**src/rtl/hbic_pkg.sv**
```systemverilog
// Purpose: shared constants for the host bus interface control bank
// Assumes: byte addresses on the register port, 32-bit registers
// Notes: reset images include the reserved and spare bits
package hbic_pkg;
  localparam int unsigned ADDR_W = 16;
  localparam logic [15:0] OFF_BUS_MAIN = 16'h0030;
  localparam logic [15:0] OFF_BUS_SEC = 16'h0034;
  localparam logic [15:0] OFF_TGT = 16'h180c;

  localparam logic [31:0] RST_BUS_MAIN = 32'h6fc04000;
  localparam logic [31:0] RST_BUS_SEC = 32'hff070132;
  localparam logic [31:0] RST_TGT = 32'h0c1ffff0;
  // read-only status positions are not stored
  localparam logic [31:0] RO_BUS_MAIN = 32'h00020000;
  localparam logic [31:0] RO_BUS_SEC = 32'h00006000;

  // bus_control_main fields
  localparam int unsigned B_PMI_IO = 0;
  localparam int unsigned B_PMI_MEM = 1;
  localparam int unsigned B_PMI_BM = 2;
  localparam int unsigned B_PMI_INT = 3;
  localparam int unsigned B_IMM_DIS = 4;
  localparam int unsigned B_PWR_BUSY = 5;
  localparam int unsigned B_COH_IGN = 6;
  localparam int unsigned B_BUSY_IGN = 7;
  localparam int unsigned B_COH_DIS_LO = 8;
  localparam int unsigned B_MF_PICK = 13;
  localparam int unsigned B_GFX_BLOCK = 14;
  localparam int unsigned B_DUAL_GATE = 16;
  localparam int unsigned B_MST_BUSY = 17;
  localparam int unsigned B_REARM = 20;
  localparam int unsigned B_SINGLE_RD = 21;
  localparam int unsigned B_SYNC_LO = 22;
  localparam int unsigned B_LOCK_REL = 28;
  localparam int unsigned B_IMM_EN = 29;
  localparam int unsigned B_IMM_EN_RB = 30;
  localparam int unsigned B_IMM_DIS_RB = 31;

  // bus_control_secondary fields
  localparam int unsigned S_DLY_LO = 0;
  localparam int unsigned S_DLY_EN = 8;
  localparam int unsigned S_APM = 10;
  localparam int unsigned S_GFX_MB = 11;
  localparam int unsigned S_AUD_MB = 12;
  localparam int unsigned S_GFX_INT = 13;
  localparam int unsigned S_AUD_INT = 14;
  localparam int unsigned S_MCLK_LO = 16;

  // target_side_control fields
  localparam int unsigned T_NP_SKIP = 1;
  localparam int unsigned T_WIDE_BLK = 2;
  localparam int unsigned T_MULTI_RD = 24;
  localparam int unsigned T_RD_WAIT = 25;
  localparam int unsigned T_PERF0_LO = 28;
  localparam int unsigned T_PERF1_LO = 30;
  localparam int unsigned T_WM0_LO = 14;
  localparam int unsigned T_WM1_LO = 16;
  localparam int unsigned T_WM2_LO = 18;
  localparam int unsigned T_WM3_LO = 26;

  localparam int unsigned N_SYNC = 5;
  localparam int unsigned N_WM = 4;
  localparam int unsigned BUSY_IGN_CYC = 32;
  localparam int unsigned MAX_RD_MULTI = 4;
  localparam int unsigned MAX_RD_ONE = 1;
  localparam logic [1:0] DSTATE_D0 = 2'h0;
  localparam logic [1:0] DSTATE_D3 = 2'h3;
endpackage

```
**src/rtl/hbic_ctrl.sv**
```systemverilog
// Purpose: control and status bank of the graphics host bus interface
// Assumes: single clock; register port strobes are one-cycle pulses
// Notes: clock enable low freezes every flip-flop
`timescale 1ns/1ps

////////////////////////////////////////////////////////////////////////////////
module hbic_ctrl #(
  parameter int unsigned COH_TIMEOUT = 67108864,
  parameter int unsigned DATA_W = 32
) (
  input wire logic clk_i,
  input wire logic reset_n_i,
  input wire logic ce_i,
  input wire logic reg_wr_i,
  input wire logic reg_rd_i,
  input wire logic [hbic_pkg::ADDR_W-1:0] reg_addr_i,
  input wire logic [31:0] reg_wdata_i,
  output logic [31:0] reg_rdata_o,
  output logic reg_rvalid_o,
  input wire logic mst_rd_req_i,
  input wire logic mst_rd_cpl_i,
  output logic mst_rd_grant_o,
  output logic mst_rd_abort_o,
  output logic [DATA_W-1:0] mst_rd_data_o,
  input wire logic msi_event_i,
  output logic msi_send_o,
  input wire logic [hbic_pkg::N_SYNC-1:0] xdom_i,
  output logic [hbic_pkg::N_SYNC-1:0] xdom_o,
  input wire logic [1:0] f0_dstate_i,
  input wire logic [1:0] f1_dstate_i,
  output logic [1:0] eff_dstate_o,
  output logic dual_master_en_o,
  input wire logic backbone_busy_i,
  output logic backbone_busy_o,
  input wire logic coh_wait_i,
  output logic coh_wait_o,
  input wire logic coh_lock_i,
  output logic coh_lock_o,
  output logic [4:0] coh_check_en_o,
  output logic imm_decode_pm_o,
  input wire logic pm_busy_i,
  output logic pm_busy_o,
  output logic io_en_o,
  output logic mem_en_o,
  output logic bm_en_o,
  output logic int_en_o,
  input wire logic hdp_wr_i,
  output logic hdp_rd_allow_o,
  input wire logic mem_active_i,
  output logic mclk_en_o,
  output logic gfx_mc_master_en_o,
  output logic aud_mc_master_en_o,
  input wire logic gfx_int_i,
  input wire logic aud_int_i,
  output logic [3*hbic_pkg::N_WM-1:0] fifo_slots_o,
  output logic register_read_wait_o,
  output logic multi_read_allow_o,
  output logic nonposted_wait_skip_o,
  output logic wide_write_en_o,
  output logic [1:0] perf0_clk_sel_o,
  output logic [1:0] perf1_clk_sel_o
);
  localparam int unsigned COH_W = $clog2(COH_TIMEOUT + 1);
  localparam logic [COH_W-1:0] COH_LIMIT = COH_W'(COH_TIMEOUT);
  localparam logic [5:0] BUSY_LIMIT = 6'(hbic_pkg::BUSY_IGN_CYC);
  localparam logic [2:0] RD_MULTI = 3'(hbic_pkg::MAX_RD_MULTI);
  localparam logic [2:0] RD_ONE = 3'(hbic_pkg::MAX_RD_ONE);

  logic [31:0] bus_control_main;
  logic [31:0] bus_control_secondary;
  logic [31:0] target_side_control;
  logic msi_armed;
  logic [2:0] rd_out;
  logic [5:0] busy_cnt;
  logic [COH_W-1:0] wait_cnt;
  logic [COH_W-1:0] lock_cnt;
  logic [7:0] dly_cnt;
  logic [7:0] idle_cnt;
  logic [hbic_pkg::N_SYNC-1:0] sync_q;
  logic [1:0] next_dstate;
  logic low_power;
  logic wr_main;
  logic [2:0] rd_limit;
  logic rd_take;
  logic [2:0] next_rd_out;

  assign wr_main = reg_wr_i && (reg_addr_i == hbic_pkg::OFF_BUS_MAIN);

  ////////////////////////////////////////////////////////////////////////////////
  // register storage
  always_ff @(posedge clk_i) begin
    if (!reset_n_i) begin
      bus_control_main <= hbic_pkg::RST_BUS_MAIN;
      bus_control_secondary <= hbic_pkg::RST_BUS_SEC;
      target_side_control <= hbic_pkg::RST_TGT;
    end else if (ce_i && reg_wr_i) begin
      // spare bits are kept as written
      case (reg_addr_i)
        hbic_pkg::OFF_BUS_MAIN: bus_control_main <= reg_wdata_i & ~hbic_pkg::RO_BUS_MAIN;
        hbic_pkg::OFF_BUS_SEC: bus_control_secondary <= reg_wdata_i & ~hbic_pkg::RO_BUS_SEC;
        hbic_pkg::OFF_TGT: target_side_control <= reg_wdata_i;
        default: ;
      endcase
    end
  end

  // status and power-derived bits are merged at read time only
  always_ff @(posedge clk_i) begin
    if (!reset_n_i) begin
      reg_rdata_o <= 32'h0;
      reg_rvalid_o <= 1'b0;
    end else if (ce_i) begin
      reg_rvalid_o <= reg_rd_i;
      if (reg_rd_i) begin
        case (reg_addr_i)
          hbic_pkg::OFF_BUS_MAIN: begin
            reg_rdata_o <= bus_control_main;
            reg_rdata_o[hbic_pkg::B_MST_BUSY] <= (rd_out != 3'h0);
            if (!bus_control_main[hbic_pkg::B_IMM_EN_RB]) begin
              reg_rdata_o[hbic_pkg::B_IMM_EN] <= low_power;
            end
            if (!bus_control_main[hbic_pkg::B_IMM_DIS_RB]) begin
              reg_rdata_o[hbic_pkg::B_IMM_DIS] <= low_power;
            end
          end
          hbic_pkg::OFF_BUS_SEC: begin
            reg_rdata_o <= bus_control_secondary;
            reg_rdata_o[hbic_pkg::S_GFX_INT] <= gfx_int_i;
            reg_rdata_o[hbic_pkg::S_AUD_INT] <= aud_int_i;
          end
          hbic_pkg::OFF_TGT: reg_rdata_o <= target_side_control;
          default: reg_rdata_o <= 32'h0;
        endcase
      end
    end
  end

  ////////////////////////////////////////////////////////////////////////////////
  // message interrupt re-arm
  always_ff @(posedge clk_i) begin
    if (!reset_n_i) begin
      msi_armed <= 1'b1;
      msi_send_o <= 1'b0;
    end else if (ce_i) begin
      msi_send_o <= msi_event_i && msi_armed;
      // re-arm wins over a send in the same cycle
      if (wr_main && !bus_control_main[hbic_pkg::B_REARM] && reg_wdata_i[hbic_pkg::B_REARM]) begin
        msi_armed <= 1'b1;
      end else if (msi_event_i && msi_armed) begin
        msi_armed <= 1'b0;
      end
    end
  end

  AST_REARM_SETS_ARMED: assert property (@(posedge clk_i) disable iff (!reset_n_i)
    ce_i && wr_main && !bus_control_main[hbic_pkg::B_REARM] && reg_wdata_i[hbic_pkg::B_REARM]
    |=> msi_armed) else $error("re-arm sequence did not arm message interrupt");

  ////////////////////////////////////////////////////////////////////////////////
  // master read path
  assign rd_limit = bus_control_main[hbic_pkg::B_SINGLE_RD] ? RD_ONE : RD_MULTI;
  assign rd_take = mst_rd_req_i && !bus_control_main[hbic_pkg::B_GFX_BLOCK] && (rd_out < rd_limit);

  always_comb begin
    next_rd_out = rd_out;
    if (rd_take && !(mst_rd_cpl_i && rd_out != 3'h0)) begin
      next_rd_out = rd_out + 3'h1;
    end else if (!rd_take && mst_rd_cpl_i && rd_out != 3'h0) begin
      next_rd_out = rd_out - 3'h1;
    end
  end

  always_ff @(posedge clk_i) begin
    if (!reset_n_i) begin
      rd_out <= 3'h0;
      mst_rd_grant_o <= 1'b0;
      mst_rd_abort_o <= 1'b0;
      mst_rd_data_o <= '0;
    end else if (ce_i) begin
      rd_out <= next_rd_out;
      mst_rd_grant_o <= rd_take;
      mst_rd_abort_o <= mst_rd_req_i && bus_control_main[hbic_pkg::B_GFX_BLOCK];
      mst_rd_data_o <= (mst_rd_req_i && bus_control_main[hbic_pkg::B_GFX_BLOCK]) ? '1 : '0;
    end
  end

  AST_BLOCK_ABORTS: assert property (@(posedge clk_i) disable iff (!reset_n_i)
    ce_i && mst_rd_req_i && bus_control_main[hbic_pkg::B_GFX_BLOCK]
    |=> mst_rd_abort_o && !mst_rd_grant_o && (mst_rd_data_o == '1))
    else $error("blocked master read not aborted with all-ones");
  AST_READ_LIMIT: assert property (@(posedge clk_i) disable iff (!reset_n_i)
    rd_out <= (bus_control_main[hbic_pkg::B_SINGLE_RD] ? RD_ONE : RD_MULTI)
    || $past(rd_out) >= rd_out) else $error("outstanding reads above limit");

  ////////////////////////////////////////////////////////////////////////////////
  // crossings for the five xdom_i inputs, depth picked per bit from bus_control_main
  for (genvar g = 0; g < hbic_pkg::N_SYNC; g++) begin : g_sync
    hbic_sync u_sync (
      .clk_i(clk_i),
      .reset_n_i(reset_n_i),
      .ce_i(ce_i),
      .dbl_i(bus_control_main[hbic_pkg::B_SYNC_LO + g]),
      .d_i(xdom_i[g]),
      .q_o(sync_q[g])
    );
  end

  always_ff @(posedge clk_i) begin
    if (!reset_n_i) begin
      xdom_o <= '0;
    end else if (ce_i) begin
      xdom_o <= sync_q;
    end
  end

  ////////////////////////////////////////////////////////////////////////////////
  // power state selection and gating
  always_comb begin
    if (bus_control_main[hbic_pkg::B_MF_PICK]) begin
      next_dstate = (f0_dstate_i < f1_dstate_i) ? f0_dstate_i : f1_dstate_i;
    end else begin
      next_dstate = (f0_dstate_i > f1_dstate_i) ? f0_dstate_i : f1_dstate_i;
    end
  end
  assign low_power = (eff_dstate_o != hbic_pkg::DSTATE_D0);

  always_ff @(posedge clk_i) begin
    if (!reset_n_i) begin
      eff_dstate_o <= hbic_pkg::DSTATE_D0;
      dual_master_en_o <= 1'b1;
      imm_decode_pm_o <= 1'b0;
      pm_busy_o <= 1'b0;
    end else if (ce_i) begin
      eff_dstate_o <= next_dstate;
      // one function in D3 and the other not
      dual_master_en_o <= !(((f0_dstate_i == hbic_pkg::DSTATE_D3) ^ (f1_dstate_i == hbic_pkg::DSTATE_D3))
        && bus_control_main[hbic_pkg::B_DUAL_GATE]);
      imm_decode_pm_o <= bus_control_main[hbic_pkg::B_IMM_EN] && !bus_control_main[hbic_pkg::B_IMM_DIS];
      pm_busy_o <= pm_busy_i && bus_control_main[hbic_pkg::B_PWR_BUSY];
    end
  end

  always_ff @(posedge clk_i) begin
    if (!reset_n_i) begin
      io_en_o <= 1'b1;
      mem_en_o <= 1'b1;
      bm_en_o <= 1'b1;
      int_en_o <= 1'b1;
    end else if (ce_i) begin
      // I/O gating applies only in ACPI mode
      io_en_o <= !(low_power && bus_control_main[hbic_pkg::B_PMI_IO] && !bus_control_secondary[hbic_pkg::S_APM]);
      mem_en_o <= !(low_power && bus_control_main[hbic_pkg::B_PMI_MEM]);
      bm_en_o <= !(low_power && bus_control_main[hbic_pkg::B_PMI_BM]);
      int_en_o <= !(low_power && bus_control_main[hbic_pkg::B_PMI_INT]);
    end
  end

  AST_PM_BUSY_BLOCK: assert property (@(posedge clk_i) disable iff (!reset_n_i)
    ce_i && !bus_control_main[hbic_pkg::B_PWR_BUSY] |=> !pm_busy_o)
    else $error("power busy driven while blocked");
  AST_MEM_GATE: assert property (@(posedge clk_i) disable iff (!reset_n_i)
    ce_i && low_power && bus_control_main[hbic_pkg::B_PMI_MEM] |=> !mem_en_o)
    else $error("memory cycles not gated in low power");

  ////////////////////////////////////////////////////////////////////////////////
  // busy and coherency timeouts
  always_ff @(posedge clk_i) begin
    if (!reset_n_i) begin
      busy_cnt <= 6'h0;
      backbone_busy_o <= 1'b0;
    end else if (ce_i) begin
      if (!backbone_busy_i) begin
        busy_cnt <= 6'h0;
      end else if (busy_cnt != BUSY_LIMIT) begin
        busy_cnt <= busy_cnt + 6'h1;
      end
      backbone_busy_o <= backbone_busy_i
        && !(bus_control_main[hbic_pkg::B_BUSY_IGN] && busy_cnt == BUSY_LIMIT);
    end
  end

  AST_BUSY_IGNORED: assert property (@(posedge clk_i) disable iff (!reset_n_i)
    ce_i && bus_control_main[hbic_pkg::B_BUSY_IGN] && busy_cnt == BUSY_LIMIT && backbone_busy_i
    |=> !backbone_busy_o) else $error("backbone busy honoured past 32 cycles");

  // a wait or lock that persists is dropped only after the long counter
  always_ff @(posedge clk_i) begin
    if (!reset_n_i) begin
      wait_cnt <= '0;
      lock_cnt <= '0;
      coh_wait_o <= 1'b0;
      coh_lock_o <= 1'b0;
    end else if (ce_i) begin
      if (!coh_wait_i) begin
        wait_cnt <= '0;
      end else if (wait_cnt != COH_LIMIT) begin
        wait_cnt <= wait_cnt + COH_W'(1);
      end
      if (!coh_lock_i) begin
        lock_cnt <= '0;
      end else if (lock_cnt != COH_LIMIT) begin
        lock_cnt <= lock_cnt + COH_W'(1);
      end
      coh_wait_o <= coh_wait_i && !(bus_control_main[hbic_pkg::B_COH_IGN] && wait_cnt == COH_LIMIT);
      coh_lock_o <= coh_lock_i && !(bus_control_main[hbic_pkg::B_LOCK_REL] && lock_cnt == COH_LIMIT);
    end
  end

  AST_LOCK_RELEASE: assert property (@(posedge clk_i) disable iff (!reset_n_i)
    ce_i && coh_lock_i && lock_cnt != COH_LIMIT |=> coh_lock_o)
    else $error("coherency lock released before counter expiry");

  ////////////////////////////////////////////////////////////////////////////////
  // host path read delay and memory clock gating
  always_ff @(posedge clk_i) begin
    if (!reset_n_i) begin
      dly_cnt <= 8'h0;
      hdp_rd_allow_o <= 1'b1;
    end else if (ce_i) begin
      if (hdp_wr_i && bus_control_secondary[hbic_pkg::S_DLY_EN]) begin
        dly_cnt <= bus_control_secondary[hbic_pkg::S_DLY_LO +: 8];
      end else if (dly_cnt != 8'h0) begin
        dly_cnt <= dly_cnt - 8'h1;
      end
      hdp_rd_allow_o <= !(hdp_wr_i && bus_control_secondary[hbic_pkg::S_DLY_EN])
        && (dly_cnt <= 8'h1);
    end
  end

  always_ff @(posedge clk_i) begin
    if (!reset_n_i) begin
      idle_cnt <= 8'h0;
      mclk_en_o <= 1'b1;
    end else if (ce_i) begin
      if (mem_active_i) begin
        idle_cnt <= 8'h0;
        mclk_en_o <= 1'b1;
      end else if (idle_cnt != bus_control_secondary[hbic_pkg::S_MCLK_LO +: 8]) begin
        idle_cnt <= idle_cnt + 8'h1;
      end else begin
        mclk_en_o <= 1'b0;
      end
    end
  end

  AST_MCLK_ON_ACTIVE: assert property (@(posedge clk_i) disable iff (!reset_n_i)
    ce_i && mem_active_i |=> mclk_en_o && idle_cnt == 8'h0)
    else $error("memory clock off while active");

  ////////////////////////////////////////////////////////////////////////////////
  // static controls driven from register fields
  for (genvar w = 0; w < hbic_pkg::N_WM; w++) begin : g_wm
    localparam int unsigned LO = (w == 0) ? hbic_pkg::T_WM0_LO : (w == 1) ? hbic_pkg::T_WM1_LO
      : (w == 2) ? hbic_pkg::T_WM2_LO : hbic_pkg::T_WM3_LO;
    always_ff @(posedge clk_i) begin
      if (!reset_n_i) begin
        fifo_slots_o[3*w +: 3] <= 3'h4;
      end else if (ce_i) begin
        fifo_slots_o[3*w +: 3] <= {1'b0, target_side_control[LO +: 2]} + 3'h1;
      end
    end
  end

  always_ff @(posedge clk_i) begin
    if (!reset_n_i) begin
      coh_check_en_o <= 5'h1f;
      gfx_mc_master_en_o <= 1'b1;
      aud_mc_master_en_o <= 1'b1;
      register_read_wait_o <= 1'b0;
      multi_read_allow_o <= 1'b0;
      nonposted_wait_skip_o <= 1'b0;
      wide_write_en_o <= 1'b1;
      perf0_clk_sel_o <= 2'h0;
      perf1_clk_sel_o <= 2'h0;
    end else if (ce_i) begin
      coh_check_en_o <= ~bus_control_main[hbic_pkg::B_COH_DIS_LO +: 5];
      gfx_mc_master_en_o <= !bus_control_secondary[hbic_pkg::S_GFX_MB];
      aud_mc_master_en_o <= !bus_control_secondary[hbic_pkg::S_AUD_MB];
      register_read_wait_o <= target_side_control[hbic_pkg::T_RD_WAIT];
      multi_read_allow_o <= target_side_control[hbic_pkg::T_MULTI_RD];
      nonposted_wait_skip_o <= target_side_control[hbic_pkg::T_NP_SKIP];
      wide_write_en_o <= !target_side_control[hbic_pkg::T_WIDE_BLK];
      perf0_clk_sel_o <= target_side_control[hbic_pkg::T_PERF0_LO +: 2];
      perf1_clk_sel_o <= target_side_control[hbic_pkg::T_PERF1_LO +: 2];
    end
  end

  AST_COH_DISABLE: assert property (@(posedge clk_i) disable iff (!reset_n_i)
    ce_i ##1 ce_i |-> coh_check_en_o == ~$past(bus_control_main[hbic_pkg::B_COH_DIS_LO +: 5]))
    else $error("coherency check enables do not follow disable bits");
endmodule

```
**src/rtl/hbic_sync.sv**
```systemverilog
// Purpose: crossing stage with two- or three-flop depth picked at run time
// Assumes: d_i is from another clock domain; dbl_i is from clk_i logic
// Notes: first flop feeds only the second
`timescale 1ns/1ps
module hbic_sync (
  input wire logic clk_i,
  input wire logic reset_n_i,
  input wire logic ce_i,
  input wire logic dbl_i,
  input wire logic d_i,
  output logic q_o
);
  logic s1;
  logic s2;
  logic s3;

  always_ff @(posedge clk_i) begin
    if (!reset_n_i) begin
      s1 <= 1'b0;
      s2 <= 1'b0;
      s3 <= 1'b0;
    end else if (ce_i) begin
      s1 <= d_i;
      s2 <= s1;
      s3 <= s2;
    end
  end

  // short mode trades metastability margin for one cycle of latency
  always_ff @(posedge clk_i) begin
    if (!reset_n_i) begin
      q_o <= 1'b0;
    end else if (ce_i) begin
      if (!dbl_i) begin
        q_o <= s2;
      end else if (s2 == s3) begin
        q_o <= s3;
      end
    end
  end
endmodule

```
**config.mk**
```make
export PLATFORM = sky130hd
export DESIGN_NAME = hbic_ctrl
export DESIGN_NICKNAME = d
export VERILOG_FILES = /design/src/rtl/hbic_pkg.sv /design/src/rtl/hbic_ctrl.sv /design/src/rtl/hbic_sync.sv
export SDC_FILE = /design/constraint.sdc
export NUM_CORES = 1
export LEC_CHECK = 0
export BUFFER_PORTS_ARGS = -buffer_cell sky130_fd_sc_hd__buf_2
export CAP_MARGIN = 5
export CORE_ASPECT_RATIO = 1.75
export CORE_UTILIZATION = 57
export CTS_CLUSTER_DIAMETER = 40
export DETAILED_ROUTE_END_ITERATION = 6
export PLACE_DENSITY_LB_ADDON = 0.1
export REMOVE_ABC_BUFFERS = 1
export SYNTH_ARGS = -nofsm -noshare
export SYNTH_HDL_FRONTEND = slang
export SYNTH_SLANG_ARGS = --single-unit
```
**constraint.sdc**
```tcl
create_clock -name clk_i -period 3.6 [get_ports clk_i]
set_clock_uncertainty 0.2 [all_clocks]
set_input_delay 0.18 -clock clk_i [delete_from_list [all_inputs] [get_ports clk_i]]
set_output_delay 0.18 -clock clk_i [all_outputs]
set_load 0.01 [all_outputs]
```
---- After elaboration in Yosys (flattened, before gate mapping) ----
Index checks and enable logic that the tools add are counted.
word-level totals
  flip-flop bits (word level) ............. 307
  input port bits ......................... 73
  output and inout bits ................... 114
  logic and storage cells ................. 210
cells by class
  $add $sub $neg .......................... 11
  order comparisons ....................... 4
  eq/ne operators ......................... 26
  muxes and demuxes ....................... 34
  bitwise operators ....................... 2
  reduce and logical (&&, ||, !) cells .... 70
operators by type and width
  operator               count
  $mux 27                4
  $pmux 32 s3            1
  $add 27x1->27 const B  2
  $eq 27x27->1 const B   2
  $ne 27x27->1 const B   2
  $reduce_and 2->1       17
  $eq 16x6->1 const B    2
  $mux 32                1
  $mux 8                 4
  $logic_and 1x1->1      28
  $logic_not 1->1        18
  $eq 16x13->1 const B   1
  $mux 1                 16
  $ne 2x1->1 const B     8
  $add 2x1->3 const B    4
  $mux 6                 2
  $reduce_bool 2->1      5
  $mux 3                 3
  $add 8x1->8 const B    1
  $le 8x1->1 const B     1
  $ne 8x8->1             1
  $reduce_bool 8->1      1
  $sub 8x1->8 const B    1
  $add 6x1->6 const B    1
  other kinds (14)       21

---- Depth between registers and ports, before layout ----
  depth after elaboration ................. 8
  depth in mapped cells ................... 8

---- Modules after synthesis ----
Synthesis repeated with hierarchy kept, for this count alone.
second synthesis, totals
  cell total of the unflattened synthesis .. 1,472
  area, all modules ....................... 12,154.2 um^2
by module, submodules not included
  module     times used  cells each  area an instance (um^2)
  hbic_ctrl  1           1,392       11,334.6
  hbic_sync  5           16          163.9

---- Worst setup path before layout ----
Ideal clock, no wire load.
  kind .................................... reg-to-reg
  start ................................... register rd_out[0]
  end ..................................... register rd_out[2]
  setup time .............................. 72 ps
  arrival time ............................ 2,457 ps
  data required time ...................... 3,328 ps
  slack ................................... 872 ps
  stages on the path, launching flop included .. 8
  path buffers ............................ 0
  cell sequence ........................... dfxtp_1 or3b_4 a2111oi_4 nand2_1 fa_1 or3_2 a21oi_1 mux2i_1
between the ends
  longest elaborated chain between the ends .. 7
  elaborated cells on any way between the ends .. 15
  classes of those cells .................. 2 x add/sub; 1 x order compare; 2 x mux; 10 x reduce/logical
RTL lines
  what                                line              RTL
  start, declared                     hbic_ctrl.sv:73   logic [2:0] rd_out;
  start signal, assigned              hbic_ctrl.sv:180  rd_out <= next_rd_out;
  start signal, assigned              hbic_ctrl.sv:192  rd_out <= (bus_control_main[hbic_pkg::B_SINGLE_RD] ? RD_ONE : RD_MULTI)
  $lt 3x3->1                          hbic_ctrl.sv:162  assign rd_take = mst_rd_req_i && !bus_control_main[hbic_pkg::B_GFX_BLOCK] && (rd_out < rd_limit);
  $logic_and 1x1->1                   hbic_ctrl.sv:162
  $logic_not 1->1                     hbic_ctrl.sv:168  end else if (!rd_take && mst_rd_cpl_i && rd_out != 3'h0) begin
  $logic_and 1x1->1 (2 in a row)      hbic_ctrl.sv:168
  $reduce_bool 2->1 (no source line)  --
  $reduce_and 2->1 (no source line)   --
Parallel ways exist; a longest one is shown, timed or not. The select of a mux whose other input is x is not followed.
A chain may end at the register's enable or synchronous reset.

---- Worst setup path in the final report ----
Ends and elaborated chain as after synthesis.

==> results.md <==
- Critical Path End Type: flop
- RSZ-0062 raised after global routing: no
- Hold depth: 4
- Final Hold Fails: 0
- Flop pwr share: 47.8%
- Xor and xnor area share after synthesis: 3.52%
- Max VDD drop: 0.000401 V
- Vias in the first global route: around 11,000
- Most common cell after layout, fill and taps aside: nand2_1
- Final setup vio count: 0
- Top-area cell type share of the netlist area: a little under half
- RD Place Congestion: between 0.8 and 0.9
- Row Count: 70
- Vias: 10,918
- Slowest CP cell: a2111oi_4
- PortBufs: 186
- Synth Flop Type: dfxtp_1
- Post-route cell area: 14,600 sq um
- Adder-Cell Fraction of Synth Area: 2.01%
- DPL Wire Length: 20,700 microns
- Reg2reg end: rd_out[2]
- Cell area after synthesis: 12,200 sq um
- Logic gate share of total power: 7.1%
- Max_slew headroom: 25.8%
- Post_cts resized: 0
- DRT antenna net count: 0
- Largest cells by area after synthesis: dfxtp_1 45%, nand2_1 8.7%, mux2i_1 6.2%
- Most frequent cells in the layout: 283 x nand2_1, 275 x dfxtp_1, 184 x buf_2, 116 x nor2_1, 95 x nand3_1
- Crit-path cells: or3b_4 -> a2111oi_4 -> nand2_1 -> fa_1 -> or3_2 -> a21oi_1 -> mux2i_1
- Max-cap violations: 0
- Arr. time, crit path: 3.17 ns
- Asr flop ratio synth: 0%
- Avg Synthesized Cell Area: 8.40 sq um
- Portion of netlist area occupied by mux cells: under 10%
- Final period utilization: 79.9%
- Largest family of logic cells by synthesized area: simple AND/OR/NAND/NOR gates
- Util after Layout: 69.6%
- Clock insertion delay at the later pin of the skew report: roughly 0.57 ns
- Design Power: around 6.5 mW
- First-pass GRT wire length: between 50,000 and 60,000 microns
- Sequential fraction of the synthesis area: between 40% and 50%
- CTS HTree Levels: 1
- Hold Startpoint: f0_dstate_i[1]
- Worst path required time: 3.89 ns
- P per Cell Area: 445 nW/um^2
- Core Area: roughly 21,000 sq um
- Grt total ovfl: 0
- Largest net degree at the start of global routing: about 100
- Final WL: 32,300 microns
- Via/cell ratio: 5.73
- Placed cell area: between 10,000 and 15,000 sq um
- 1st-iter DRT viols: 592
- Crit path time final: 2.88 ns
- Die area: 22,000 sq um
- Leading area contributor after synthesis: dfxtp_1
- Clock sink count: ~280
- Setup_tns: 0 ns
- CTS buffer count: 30
- Sw Ratio: 24.0%
- CP startpoint kind: flop
- EDFF count, synth: 0
- Clock Path Buffers: 3
- Die X: 113 microns
- CTS tree: done
- Final Max Tran Viols: 0
- Hold endpoint: eff_dstate_o[1]
- Slowest stage delay, CP: around 0.48 ns
- Wirelength per Cell: about 17 microns
- Synth Instances: approximately 1,500
- CP Class: flop to flop
- CTS clk-pin slew, worst paths: 0.06 ns
- Netlist cell types: 69
- FF-to-FF setup slack: 0.72 ns
- Clk network pwr share: 45.1%
- CP Max Fanout: 5
- Detailed-route DRC error count: 0
- Drt pass-1 iters: 5
- # IOs: 187
- Crit path max-delay family: simple AND/OR/NAND/NOR gates
- Warnings, synthesis: 0
- Area added between synthesis and finish: 19.6%
- Starting density of the core: roughly 58%
- Slew @ Worst Pin: 1.11 ns
- P_leak: between 6 and 7 nW
- Die Ht: 195 microns
- Net switching power: between 1.5 and 2 mW
- Hold crit path type: input port to flop
- CTS root buf: clkbuf_16
- Synth Register Bits: about 280
- Synth Area in Compound Gates: a little over an eighth
- Simple-gate share of the synthesized area: 23.5%
- Layout cell share with drive strength beyond 1: ~17%
- Global Route Usage Sum: 29.6%
- Max frequency: 348 MHz
- Status: complete, no violations
- Reg-to-reg startpoint: rd_out[0]
- P_int: about 4.9 mW
- Fin nets: between 1,500 and 2,000
- CP Buf/Inv Count: 0
- Reg2Reg Depth: 7
- Initial antenna violation count: 1
-- flip-flops by register name, summed over array words and instances (netlist names), 2 cells and up --
register               flops
xdom_o                     5
perf0_clk_sel_o            2
g_sync.u_sync.s3           5
dly_cnt                    8
coh_check_en_o             5
bus_control_secondary     30
g_sync.u_sync.s2           5
fifo_slots_o              12
rd_out                     3
g_sync.u_sync.q_o          5
busy_cnt                   6
reg_rdata_o               32
eff_dstate_o               2
target_side_control       32
wait_cnt                  27
idle_cnt                   8
g_sync.u_sync.s1           5
perf1_clk_sel_o            2
bus_control_main          31
lock_cnt                  27
-- repair_timing --
| item | in CTS | in global routing |
|---|---|---|
| hold buffers | 59 | 0 |
| endpoints found under the hold margin | 170 | 0 |
| setup buffers | 0 | 0 |
-- power groups by stage --
| stage | Sequential (mW) | Combinational, mW | Clock (mW) |
|---|---|---|---|
| floorplan | 3.18 | 0.181 | 0 |
| global placement | 3.17 | 0.397 | 0 |
| detailed placement | 3.17 | 0.403 | 0 |
| CTS | 3.10 | 0.456 | 2.98 |
| global route | 3.11 | 0.502 | 3.10 |
| finish | 3.10 | 0.460 | 2.93 |
-- Yosys cell counts, types with 4 or more instances --
| cell | n |
|---|---|
| buf_1 | 14 |
| a31oi_1 | 7 |
| buf_6 | 4 |
| o31ai_1 | 7 |
| buf_2 | 10 |
| xor2_1 | 21 |
| nand3_1 | 95 |
| buf_4 | 32 |
| or3_1 | 12 |
| nor4_1 | 15 |
| or4_1 | 5 |
| clkbuf_1 | 57 |
| o21ai_2 | 11 |
| o211ai_1 | 4 |
| and2_1 | 12 |
| and3_1 | 10 |
| nand2b_1 | 6 |
| dfxtp_1 | 275 |
| a2bb2oi_1 | 32 |
| nor2_1 | 117 |
| mux2i_1 | 75 |
| and4_1 | 13 |
| xnor2_1 | 28 |
| ha_1 | 18 |
| inv_1 | 32 |
| nor3_1 | 17 |
| nand4_1 | 25 |
| a211oi_1 | 7 |
| o21ai_0 | 82 |
| nand2_1 | 283 |
| a21oi_1 | 73 |
-- worst max path at each step --
stage / start / endpoint / slack, ns / cells after the start
2_1_floorplan: mst_rd_data_o[30] / mst_rd_data_o[30] / 0.61 / 2
3_3_place_gp: rd_out[0] / rd_out[2] / 0.74 / 7
3_5_place_dp: rd_out[0] / rd_out[2] / 0.73 / 7
4_1_cts: rd_out[0] / rd_out[2] / 0.72 / 7
5_1_grt: bus_control_main[21] / rd_out[2] / 0.56 / 7
6_report: rd_out[0] / rd_out[2] / 0.72 / 7
-- worst reg2reg max path, cell delays in order (launching register included) --
cell	delay (ns)
dfxtp_1	0.36
or3b_4	0.42
a2111oi_4	0.48
nand2_1	0.12
fa_1	0.39
or3_2	0.48
a21oi_1	0.17
mux2i_1	0.19
-- cells by family after synthesis --
group           after synthesis
buf+inv                     150
flops                       275
simple gates                626
xor+xnor                     49
mux                          75
fa+ha+maj                    19
compound gates              258
-- layout make-up --
type                    count  area (sq um)
diodes                      1          2.50
flip-flops and latches    275          5510
clock inverters            10          82.6
inverters                  33           125
well taps                 252           315
clock buffers              41           853
fillers                  1760          6350
multi-input cells        1027          5990
repair buffers            267          1700
-- metal layers --
layer,share of wire [%],GRT usage [%],vias to the layer above
li1,-,-,5377
met1,39,32.3,5185
met2,52,55.5,276
met3,4.9,4.35,80
met4,3.8,13.9,0
met5,0,0,-
-- per-stage QoR --
| stage | hold WS (ns) | std cells | setup WS (ns) |
|---|---|---|---|
| final | 0.0207 | 1906 | 0.724 |
| after global placement | 0.204 | 1795 | 0.743 |
| after global routing | 0.0386 | 1906 | 0.560 |
| after detailed placement | 0.210 | 1795 | 0.728 |
| after CTS | 0.00863 | 1905 | 0.717 |
| after floorplan | 0.0419 | 1335 | 0.608 |
No activity file was read; power rests on OpenSTA's default activity.
